### src/legacy_decode_regs.svh
`ifndef LEGACY_DECODE_REGS_SVH
`define LEGACY_DECODE_REGS_SVH

// register offsets and reset values
`define ATTR_FIRST_OFS  8'h59
`define ATTR_LAST_OFS   8'h5F
`define SMM_CTRL_OFS    8'h70
`define SMM_CTRL_RESET  8'h00
`define ATTR_RESET      2'h0

// control register field positions
`define GMS_MSB         7
`define GMS_LSB         6
`define UPPER_SMM_SELECT_MSB        5
`define UPPER_SMM_SELECT_LSB        4
`define LOWER_SMM_SELECT_MSB        3
`define LOWER_SMM_SELECT_LSB        2
`define LOCK_BIT        1
`define ERR_BIT         0

// attribute nibble bits
`define ATTR_RE_BIT     0
`define ATTR_WE_BIT     1

// segment layout below 1 MB
`define SEG_COUNT       12
`define BIOS_SEG        4'hC
`define VGA_PAGE        3'h5
`define EXP_PAGE        2'h3
`define BIOS_PAGE       4'hF
`define DOS_LIMIT       20'hA0000

// carve sizes
`define SIZE_NONE       32'h0000_0000
`define SIZE_512K       32'h0008_0000
`define SIZE_1M         32'h0010_0000

`endif

### src/legacy_decode_pkg.sv
package legacy_decode_pkg;

    // graphics memory select encodings
    typedef enum logic [1:0]
    {
        GFX_OFF    = 2'h0,
        GFX_NO_MEM = 2'h1,
        GFX_512K   = 2'h2,
        GFX_1M     = 2'h3
    } gfx_sel_e;

    // where a legacy cycle is sent
    typedef enum logic [1:0]
    {
        ROUTE_HUB  = 2'h0,
        ROUTE_DRAM = 2'h1,
        ROUTE_GFX  = 2'h3
    } route_e;

    // write/read enable pair of one segment
    typedef logic [1:0] seg_attr_t;

endpackage

### src/legacy_segment_decode.sv
`include "legacy_decode_regs.svh"

module legacy_segment_decode
(
    // cycle
    input  wire logic [19:0] addr_i,
    input  wire logic        write_i,
    // attribute pairs, system bios pair in the top two bits
    input  wire logic [25:0] attr_i,
    // decode result
    output logic             seg_hit_o,
    output logic             seg_dram_o
);
    import legacy_decode_pkg::*;

    // segment number of an address in C0000h-FFFFFh
    function automatic logic [3:0] seg_index(input logic [19:0] a);
        if (a[19:16] == `BIOS_PAGE)
        begin
            seg_index = `BIOS_SEG;
        end
        else
        begin
            seg_index = a[17:14];
        end
    endfunction

    seg_attr_t attr_sel;

    // pick the pair and steer reads and writes by their own enable
    always_comb
    begin
        attr_sel   = attr_i[{seg_index(addr_i), 1'b0} +: 2];
        seg_hit_o  = (addr_i[19:18] == `EXP_PAGE);
        seg_dram_o = seg_hit_o &&
                     (write_i ? attr_sel[`ATTR_WE_BIT]
                              : attr_sel[`ATTR_RE_BIT]);
    end

endmodule

### src/gfx_memory_carve.sv
`include "legacy_decode_regs.svh"

module gfx_memory_carve
(
    // configuration
    input  wire logic [31:0]                  tom_i,
    input  wire logic [1:0]                   upper_smm_select_i,
    input  legacy_decode_pkg::gfx_sel_e       gms_i,
    input  wire logic                         agp_mode_i,
    // carve result
    output logic [31:0]                       top_smm_segment_base_o,
    output logic [31:0]                       gfx_base_o,
    output logic                              gfx_enable_o
);
    import legacy_decode_pkg::*;

    logic [31:0] top_smm_segment_size;
    logic [31:0] gfx_size;

    // top segment is taken first, graphics memory below it
    always_comb
    begin
        case (upper_smm_select_i)
            2'h2:    top_smm_segment_size = `SIZE_512K;
            2'h3:    top_smm_segment_size = `SIZE_1M;
            default: top_smm_segment_size = `SIZE_NONE;
        endcase
        gfx_enable_o = !agp_mode_i && (gms_i != GFX_OFF);
        case (gms_i)
            GFX_512K: gfx_size = `SIZE_512K;
            GFX_1M:   gfx_size = `SIZE_1M;
            default:  gfx_size = `SIZE_NONE;
        endcase
        if (!gfx_enable_o)
        begin
            gfx_size = `SIZE_NONE;
        end
        top_smm_segment_base_o = tom_i - top_smm_segment_size;
        gfx_base_o  = top_smm_segment_base_o - gfx_size;
    end

endmodule

### src/legacy_region_smm_graphics_memory_control_decode.sv
// Decided for this implementation: strobed register access.
`include "legacy_decode_regs.svh"

module legacy_region_smm_graphics_memory_control_decode
(
    // clock and reset
    input  wire logic                   clk_i,
    input  wire logic                   reset_n_i,
    // register port
    input  wire logic [7:0]             reg_addr_i,
    input  wire logic [7:0]             reg_wdata_i,
    input  wire logic                   reg_wr_i,
    input  wire logic                   reg_rd_i,
    output logic      [7:0]             reg_rdata_o,
    // processor cycle
    input  wire logic                   cyc_valid_i,
    input  wire logic [31:0]            cyc_addr_i,
    input  wire logic                   cyc_write_i,
    input  wire logic                   cyc_smm_i,
    // system state
    input  wire logic                   agp_mode_i,
    input  wire logic [31:0]            tom_i,
    input  wire logic                   smm_error_i,
    // routing result
    output logic                        route_valid_o,
    output logic      [31:0]            route_addr_o,
    output logic                        route_write_o,
    output logic                        route_dram_o,
    output logic                        route_hub_o,
    output logic                        route_gfx_o,
    output logic                        route_claim_o,
    // graphics and smm configuration
    output logic                        gfx_enable_o,
    output logic                        gfx_clock_en_o,
    output legacy_decode_pkg::gfx_sel_e gfx_select_o,
    output logic      [1:0]             upper_smm_select_o,
    output logic      [1:0]             lower_smm_select_o,
    output logic                        smm_space_lock_o,
    output logic      [31:0]            top_smm_segment_base_o,
    output logic      [31:0]            gfx_base_o
);
    import legacy_decode_pkg::*;

    seg_attr_t   attr_r [0:`SEG_COUNT-1];
    seg_attr_t   bios_attr_r;
    gfx_sel_e    gms_r;
    logic [1:0]  upper_smm_select_r;
    logic [1:0]  lower_smm_select_r;
    logic        lock_r;
    logic        err_r;
    logic [25:0] attr_flat;
    logic        seg_hit;
    logic        seg_dram;
    logic [31:0] top_smm_segment_base_nxt;
    logic [31:0] gfx_base_nxt;
    logic        gfx_en_nxt;
    logic        ctrl_wr;
    logic        legacy_hit;
    logic        is_vga;
    route_e      route_nxt;

    // register write strobes
    assign ctrl_wr = reg_wr_i && (reg_addr_i == `SMM_CTRL_OFS);

    // attribute byte as software sees it, reserved bits zero
    function automatic logic [7:0] attr_byte(input logic [7:0] ofs);
        logic [3:0] lo;
        lo = 4'(({ofs[3:0], 1'b0}) - 5'h14);
        attr_byte = 8'h00;
        if (ofs == `ATTR_FIRST_OFS)
        begin
            attr_byte = {2'h0, bios_attr_r, 4'h0};
        end
        else if (ofs > `ATTR_FIRST_OFS && ofs <= `ATTR_LAST_OFS)
        begin
            attr_byte = {2'h0, attr_r[lo + 4'h1], 2'h0, attr_r[lo]};
        end
    endfunction

    // one attribute pair per 16 KB segment, two per register
    genvar s;
    generate
        for (s = 0; s < `SEG_COUNT; s = s + 1)
        begin : g_seg
            localparam logic [7:0] SEG_OFS = 8'(`ATTR_FIRST_OFS + 1 + s / 2);
            localparam int         SEG_LSB = (s % 2) * 4;

            // segments C0000h-DFFFFh and E0000h-EFFFFh
            always_ff @(posedge clk_i)
            begin
                if (!reset_n_i)
                begin
                    attr_r[s] <= `ATTR_RESET;
                end
                else if (reg_wr_i && reg_addr_i == SEG_OFS)
                begin
                    attr_r[s] <= reg_wdata_i[SEG_LSB +: 2];
                end
            end
        end
    endgenerate

    // system bios pair in the upper nibble of the first register
    always_ff @(posedge clk_i)
    begin
        if (!reset_n_i)
        begin
            bios_attr_r <= `ATTR_RESET;
        end
        else if (reg_wr_i && reg_addr_i == `ATTR_FIRST_OFS)
        begin
            bios_attr_r <= reg_wdata_i[5:4];
        end
    end

    // graphics select, frozen by the lock
    always_ff @(posedge clk_i)
    begin
        if (!reset_n_i)
        begin
            gms_r <= GFX_OFF;
        end
        else if (ctrl_wr && !lock_r)
        begin
            gms_r <= gfx_sel_e'(reg_wdata_i[`GMS_MSB:`GMS_LSB]);
        end
    end

    // upper smm select, also frozen by the lock
    always_ff @(posedge clk_i)
    begin
        if (!reset_n_i)
        begin
            upper_smm_select_r <= 2'h0;
        end
        else if (ctrl_wr && !lock_r)
        begin
            upper_smm_select_r <= reg_wdata_i[`UPPER_SMM_SELECT_MSB:`UPPER_SMM_SELECT_LSB];
        end
    end

    // lower smm select
    always_ff @(posedge clk_i)
    begin
        if (!reset_n_i)
        begin
            lower_smm_select_r <= 2'h0;
        end
        else if (ctrl_wr)
        begin
            lower_smm_select_r <= reg_wdata_i[`LOWER_SMM_SELECT_MSB:`LOWER_SMM_SELECT_LSB];
        end
    end

    // lock only sets; reset is the sole way out
    always_ff @(posedge clk_i)
    begin
        if (!reset_n_i)
        begin
            lock_r <= 1'b0;
        end
        else if (ctrl_wr && reg_wdata_i[`LOCK_BIT])
        begin
            lock_r <= 1'b1;
        end
    end

    // error flag: hardware set beats a write-one clear
    always_ff @(posedge clk_i)
    begin
        if (!reset_n_i)
        begin
            err_r <= 1'b0;
        end
        else if (smm_error_i)
        begin
            err_r <= 1'b1;
        end
        else if (ctrl_wr && reg_wdata_i[`ERR_BIT])
        begin
            err_r <= 1'b0;
        end
    end

    // read data valid only in the cycle after the strobe
    always_ff @(posedge clk_i)
    begin
        if (!reset_n_i || !reg_rd_i)
        begin
            reg_rdata_o <= 8'h00;
        end
        else if (reg_addr_i == `SMM_CTRL_OFS)
        begin
            reg_rdata_o <= {gms_r, upper_smm_select_r, lower_smm_select_r, lock_r, err_r};
        end
        else
        begin
            reg_rdata_o <= attr_byte(reg_addr_i);
        end
    end

    // flatten pairs for the segment decoder
    always_comb
    begin
        attr_flat = {bios_attr_r, 24'h0};
        for (int i = 0; i < `SEG_COUNT; i++)
        begin
            attr_flat[2 * i +: 2] = attr_r[i];
        end
    end

    legacy_segment_decode u_seg
    (
        .addr_i     (cyc_addr_i[19:0]),
        .write_i    (cyc_write_i),
        .attr_i     (attr_flat),
        .seg_hit_o  (seg_hit),
        .seg_dram_o (seg_dram)
    );

    gfx_memory_carve u_carve
    (
        .tom_i        (tom_i),
        .upper_smm_select_i       (upper_smm_select_r),
        .gms_i        (gms_r),
        .agp_mode_i   (agp_mode_i), // only read, never written here
        .top_smm_segment_base_o  (top_smm_segment_base_nxt),
        .gfx_base_o   (gfx_base_nxt),
        .gfx_enable_o (gfx_en_nxt)
    );

    // pick a destination for the cycle below 1 MB
    assign legacy_hit = (cyc_addr_i[31:20] == 12'h000);
    assign is_vga     = (cyc_addr_i[19:17] == `VGA_PAGE);

    always_comb
    begin
        route_nxt = ROUTE_HUB;
        if (cyc_addr_i[19:0] < `DOS_LIMIT)
        begin
            route_nxt = ROUTE_DRAM;
        end
        else if (is_vga)
        begin
            if (gfx_en_nxt && !cyc_smm_i)
            begin
                route_nxt = ROUTE_GFX;
            end
            else
            begin
                route_nxt = ROUTE_HUB;
            end
        end
        else if (seg_hit && seg_dram)
        begin
            route_nxt = ROUTE_DRAM;
        end
        else
        begin
            route_nxt = ROUTE_HUB; // unclaimed, left subtractive
        end
    end

    // registered routing result, address passed through untouched
    always_ff @(posedge clk_i)
    begin
        if (!reset_n_i)
        begin
            route_valid_o <= 1'b0;
            route_addr_o  <= 32'h0000_0000;
            route_write_o <= 1'b0;
            route_dram_o  <= 1'b0;
            route_hub_o   <= 1'b0;
            route_gfx_o   <= 1'b0;
            route_claim_o <= 1'b0;
        end
        else
        begin
            route_valid_o <= cyc_valid_i && legacy_hit;
            route_addr_o  <= cyc_addr_i;
            route_write_o <= cyc_write_i;
            route_dram_o  <= cyc_valid_i && legacy_hit && route_nxt == ROUTE_DRAM;
            route_hub_o   <= cyc_valid_i && legacy_hit && route_nxt == ROUTE_HUB;
            route_gfx_o   <= cyc_valid_i && legacy_hit && route_nxt == ROUTE_GFX;
            route_claim_o <= cyc_valid_i && legacy_hit && route_nxt != ROUTE_HUB;
        end
    end

    // registered configuration view
    always_ff @(posedge clk_i)
    begin
        if (!reset_n_i)
        begin
            gfx_enable_o   <= 1'b0;
            gfx_clock_en_o <= 1'b0;
            top_smm_segment_base_o    <= 32'h0000_0000;
            gfx_base_o     <= 32'h0000_0000;
        end
        else
        begin
            gfx_enable_o   <= gfx_en_nxt;
            gfx_clock_en_o <= gfx_en_nxt; // clocks off when disabled
            top_smm_segment_base_o    <= top_smm_segment_base_nxt;
            gfx_base_o     <= gfx_base_nxt;
        end
    end

    assign gfx_select_o       = gms_r;
    assign upper_smm_select_o = upper_smm_select_r;
    assign lower_smm_select_o = lower_smm_select_r;
    assign smm_space_lock_o   = lock_r;

    // checks on the routing and the control register
    a_bios_default_hub: assert property (
        @(posedge clk_i) disable iff (!reset_n_i)
        cyc_valid_i && legacy_hit && cyc_addr_i[19:16] == `BIOS_PAGE
            && bios_attr_r == 2'h0
        |=> route_hub_o && !route_claim_o && !route_dram_o)
        else $error("bios cycle with attributes clear not sent to hub");

    a_exp_disabled_sub: assert property (
        @(posedge clk_i) disable iff (!reset_n_i)
        cyc_valid_i && legacy_hit && cyc_addr_i[19:17] == 3'h6
            && attr_r[cyc_addr_i[16:14]] == 2'h0
        |=> route_hub_o && !route_claim_o)
        else $error("disabled expansion segment was claimed");

    a_addr_not_remapped: assert property (
        @(posedge clk_i) disable iff (!reset_n_i)
        cyc_valid_i && legacy_hit
        |=> route_valid_o && route_addr_o == $past(cyc_addr_i))
        else $error("legacy cycle address changed on its way out");

    a_attr_steer_read: assert property (
        @(posedge clk_i) disable iff (!reset_n_i)
        cyc_valid_i && legacy_hit && cyc_addr_i[19:16] == `BIOS_PAGE
            && !cyc_write_i && bios_attr_r[`ATTR_RE_BIT]
        |=> route_dram_o && !route_hub_o)
        else $error("read with read enable set not sent to dram");

    a_attr_steer_write: assert property (
        @(posedge clk_i) disable iff (!reset_n_i)
        cyc_valid_i && legacy_hit && cyc_addr_i[19:16] == 4'hE
            && cyc_write_i && attr_r[cyc_addr_i[17:14]] == 2'h1
        |=> route_hub_o && !route_dram_o)
        else $error("write to read-only extended segment reached dram");

    a_gms_locked: assert property (
        @(posedge clk_i) disable iff (!reset_n_i)
        lock_r && ctrl_wr |=> $stable(gms_r) && $stable(upper_smm_select_r))
        else $error("graphics select changed while locked");

    a_lock_sticky: assert property (
        @(posedge clk_i) disable iff (!reset_n_i)
        lock_r |=> lock_r [*3])
        else $error("space lock cleared without reset");

    a_vga_off_hub: assert property (
        @(posedge clk_i) disable iff (!reset_n_i)
        cyc_valid_i && legacy_hit && is_vga && gms_r == GFX_OFF
        |=> route_hub_o && !route_gfx_o && !gfx_clock_en_o)
        else $error("vga cycle not sent to hub with graphics off");

    a_vga_internal: assert property (
        @(posedge clk_i) disable iff (!reset_n_i)
        cyc_valid_i && legacy_hit && is_vga && !cyc_smm_i
            && !agp_mode_i && gms_r != GFX_OFF
        |=> route_gfx_o && route_claim_o)
        else $error("non-smm vga cycle not served internally");

    a_agp_ignores_gms: assert property (
        @(posedge clk_i) disable iff (!reset_n_i)
        agp_mode_i |=> !gfx_enable_o && gfx_base_o == top_smm_segment_base_o)
        else $error("graphics select took effect in agp mode");

    a_gfx_below_top_smm_segment: assert property (
        @(posedge clk_i) disable iff (!reset_n_i)
        !agp_mode_i && gms_r == GFX_1M && upper_smm_select_r == 2'h3
        |=> gfx_base_o == tom_i - 32'h0020_0000)
        else $error("graphics memory not carved below top smm segment");

    a_gms_decode_512k: assert property (
        @(posedge clk_i) disable iff (!reset_n_i)
        !agp_mode_i && gms_r == GFX_512K
        |=> top_smm_segment_base_o - gfx_base_o == 32'h0008_0000)
        else $error("512 KB select did not reserve 512 KB");

    a_read_one_cycle: assert property (
        @(posedge clk_i) disable iff (!reset_n_i)
        reg_rd_i && reg_addr_i == `SMM_CTRL_OFS
        |=> reg_rdata_o == {gms_r, upper_smm_select_r, lower_smm_select_r, lock_r, $past(err_r)} ##1 reg_rdata_o == 8'h00
            || $past(reg_rd_i))
        else $error("control register read data wrong or held too long");

endmodule

### config.mk
export PLATFORM = sky130hd
export DESIGN_NAME = legacy_region_smm_graphics_memory_control_decode
export DESIGN_NICKNAME = d
export VERILOG_FILES = /design/src/legacy_decode_pkg.sv /design/src/legacy_segment_decode.sv /design/src/gfx_memory_carve.sv /design/src/legacy_region_smm_graphics_memory_control_decode.sv
export VERILOG_INCLUDE_DIRS = /design/src
export SDC_FILE = /design/constraint.sdc
export NUM_CORES = 1
export LEC_CHECK = 0
export BUFFER_PORTS_ARGS = -buffer_cell sky130_fd_sc_hd__buf_4
export CAP_MARGIN = 20
export CORE_MARGIN = 1.5
export CORE_UTILIZATION = 48
export DETAILED_ROUTE_END_ITERATION = 7
export MAX_ROUTING_LAYER = met4
export PLACE_DENSITY = 0.79
export SYNTH_ARGS = -nofsm -noshare
export SYNTH_HDL_FRONTEND = slang
export SYNTH_SLANG_ARGS = --single-unit
### constraint.sdc
create_clock -name clk_i -period 3.4 [get_ports clk_i]
set_input_delay 0.34 -clock clk_i [delete_from_list [all_inputs] [get_ports clk_i]]
set_output_delay 0.34 -clock clk_i [all_outputs]
set_load 0.01 [all_outputs]
==> impl_metrics.yaml <==
clock_tree:
  cts_root_buffer: "clkbuf_8"
  cts_buffers: 17
  insertion_delay_ns: 0.51
  postCtsSetupBuffers: 0
  cts_hold_buf: 0
  path_clk_slew_ns: 0.06
  h-tree-depth: 4
  cts_resized: 0
  cts_tree: "done"
  cts_sinks: 126
  clock_path_buffers: 2
die:
  die_area_um2: 11400
  core-area_um2: 10400
  die_w_um: 107
  initial_utilization_pct: 49.8
  die_h_um: 107
  io_pins: 208
  rows: 37
worst_setup_path:
  worstSetupPathType: "reg -> reg"
  r2r-end: "gfx_base_o[31]$_SDFF_PN0_"
  start_kind: "flip-flop"
  rr_worst_depth: 10
  regToRegSetupSlack_ns: 0.28
  cp_data_arrival_time_ns: 3.51
  cp-end-kind: "flip-flop"
  crit_fanout: 6
  cp.required_ns: 3.79
  r2r_start: "upper_smm_select_o[1]$_SDFFE_PN0P_"
routing:
  viasPerCell: 5.30
  vias: 4448
  drt_first_iter_violations: 230
  drt-pass1-iter-count: 7
  drc_errors: 0
  wl_per_cell_um: 17.4
  ant_nets: 0
  routed_wl_mm: 14.6
logic_synthesis:
  synthTopCellsByCount: "dfxtp_1 (102), and2_1 (82), nor2_1 (45), nand2_1 (28), edfxtp_1 (24)"
  yosysSeqAreaShare_pct: 53.5
  ys_warn_count: 0
  async_flop_share_pct: 0
  syn-num-nets: 602
  ys_ff_latch: 126
  synth_cell_types: 61
  synth.largest_area_cell: "dfxtp_1"
  synth-main-ff-cell: "dfxtp_1"
  synth_top_area_share_pct: 39.6
  synth_area_per_cell_um2: 10.2
  synth_edf_count: 24
  syn_area_um2: 5160
  syn_inst: 507
  ys_top_cells_by_area: "dfxtp_1 (40%), edfxtp_1 (14%), and2_1 (9.9%), nor2_1 (3.3%), buf_4 (2.9%)"
  synth.most_common_cell: "dfxtp_1"
run:
  cap_violations: 0
sta:
  slew_violations: 0
  fin_worst_skew_ns: 0.00859
  clock.fmax_mhz: 320
  tns_ns: 0
  period_minus_slack_ns: 3.12
  max_slew.worst_pin.slew_ns: 0.632
  finalHoldViolCount: 0
  fin_crit_sh_pct: 91.9
  setup_viol: 0
  slew_headroom_pct: 57.5
  setup_slack_ns: 0.277
  rsz0062_at_grt: "no"
placed_design:
  dp.cells: 808
  place.gp.congestion: 0.922
  post-dp-hpwl_mm: 11.0
  pre_cts_ws_ns: 0.354
  portBuffers: 207
cells_and_area:
  synthToLayoutAreaGrowth_pct: 40.6
  final_layout_size_suffix_gt1_share_pct: 36.1
  fillers: 756
  fin_cells: 840
  final_nets: 786
  diodes: 0
  utilization_pct: 70.0
min_path:
  worstHoldStart: "tom_i[13]"
  min_path_cells: 2
  whs_endpoint: "top_smm_segment_base_o[13]$_SDFF_PN0_"
  min_path_type: "in -> reg"
run_status:
  status: "finished clean"
global_route:
  overflow: 0
  grt_pass1_vias: 4317
  grt_max_degree: 71
  grt_pass1_wl_mm: 22.1
  antenna_found_initial: 0
  grt_usage_pct: 26.0
pwr:
  irDropWorstVdd_mv: 0.337
  p_leak_nw: 3.22
  power-per-cell-area_nw_per_um2: 525
[how the worst max path moves through the flow]
stage | start | end | slack, ns | cells past startpoint
floorplan | upper_smm_select_o[1]$_SDFFE_PN0P_ | gfx_base_o[31]$_SDFF_PN0_ | 0.65 | 10
detailed placement | upper_smm_select_o[1]$_SDFFE_PN0P_ | gfx_base_o[31]$_SDFF_PN0_ | 0.35 | 10
global placement | upper_smm_select_o[1]$_SDFFE_PN0P_ | gfx_base_o[31]$_SDFF_PN0_ | 0.50 | 10
CTS | upper_smm_select_o[1]$_SDFFE_PN0P_ | gfx_base_o[31]$_SDFF_PN0_ | 0.27 | 10
global route | upper_smm_select_o[1]$_SDFFE_PN0P_ | gfx_base_o[31]$_SDFF_PN0_ | 0.08 | 10
finish | upper_smm_select_o[1]$_SDFFE_PN0P_ | gfx_base_o[31]$_SDFF_PN0_ | 0.28 | 10
[metal layers]
| metal | wire (um) | GRT usage [%] | vias up |
|---|---|---|---|
| met5 | 0 | - | - |
| met4 | 443 | 12.5 | 0 |
| met3 | 913 | 4.19 | 36 |
| met2 | 7480 | 44.5 | 204 |
| met1 | 5770 | 29.9 | 2099 |
| li1 | - | - | 2109 |
[cell families after synthesis]
kind of cell	after synthesis	share of synthesized area, %
mux	17	3.85
buf+inv	52	5.31
compound gates	68	8.90
xor+xnor	15	2.55
fa+ha+maj	6	1.75
simple gates	223	24.1
flops	126	53.5
[layout by cell type (no fill, tap or decap), drive strengths merged, types with 3 or more instances in the layout]
cell | netlist | layout
nand3b | 4 | 4
buf | 24 | 207
o211ai | 4 | 4
nand2 | 28 | 28
nor2 | 45 | 45
nand2b | 6 | 6
o21ai | 13 | 13
nor4 | 10 | 10
dfxtp | 102 | 102
edfxtp | 24 | 24
a22oi | 4 | 4
clkinv | 0 | 4
clkbuf | 18 | 19
nor2b | 4 | 4
ha | 4 | 4
and3 | 5 | 5
and2 | 83 | 83
xor2 | 4 | 4
a21o | 3 | 3
xnor2 | 11 | 11
nand3 | 12 | 12
inv | 10 | 15
mux2i | 12 | 12
nor3 | 11 | 11
a21oi | 18 | 18
mux2 | 3 | 3
nand4 | 3 | 3
o31ai | 7 | 7
a211oi | 3 | 3
[where the power goes]
part	leakage, nW	switching (mW)	internal [mW]
combinational	1.86	0.197	0.203
sequential	1.07	0.0283	1.59
clock	0.291	0.677	1.12
[through the flow]
stage               cell area (um2)  total power, mW  hold WS [ns]
finish                         7260             3.81        0.0317
global route                   7260             3.94        0.0189
CTS                            7250             3.83        0.0127
detailed placement             6650             2.05         0.462
global placement               6650             2.04         0.456
floorplan                      5160             1.83         0.419
[final cells by class]
class | instances | area, um2 | share of cell area [%]
inverters | 10 | 37.5 | 0.517
clock buffers | 19 | 453 | 6.24
multi-input cells | 329 | 2130 | 29.4
flip-flops and latches | 126 | 2760 | 38.1
well taps | 136 | 170 | 2.34
clock inverters | 13 | 150 | 2.07
repair buffers | 207 | 1550 | 21.4
[state kept, by name, summed over array words and instances (netlist names)]
signal and flops:
attr_r 24, bios_attr_r 2, err_r 1, gfx_base_o 13, gfx_clock_en_o 1, gfx_select_o 2
lower_smm_select_o 2, reg_rdata_o 8, route_addr_o 32, route_claim_o 1, route_dram_o 1, route_gfx_o 1
route_hub_o 1, route_valid_o 1, route_write_o 1, smm_space_lock_o 1, top_smm_segment_base_o 32, upper_smm_select_o 2
[worst max-delay path: stages, from the launching register on]
cell and delay (ns):
dfxtp_1 0.40, nor2b_1 0.17, ha_1 0.17, inv_1 0.05, fa_1 0.48, nor4_2 0.36
nand4b_1 0.22, xor2_1 0.32, nand2b_1 0.15, nor4_2 0.29, mux2_1 0.38
(Power assumes the default switching activity.)
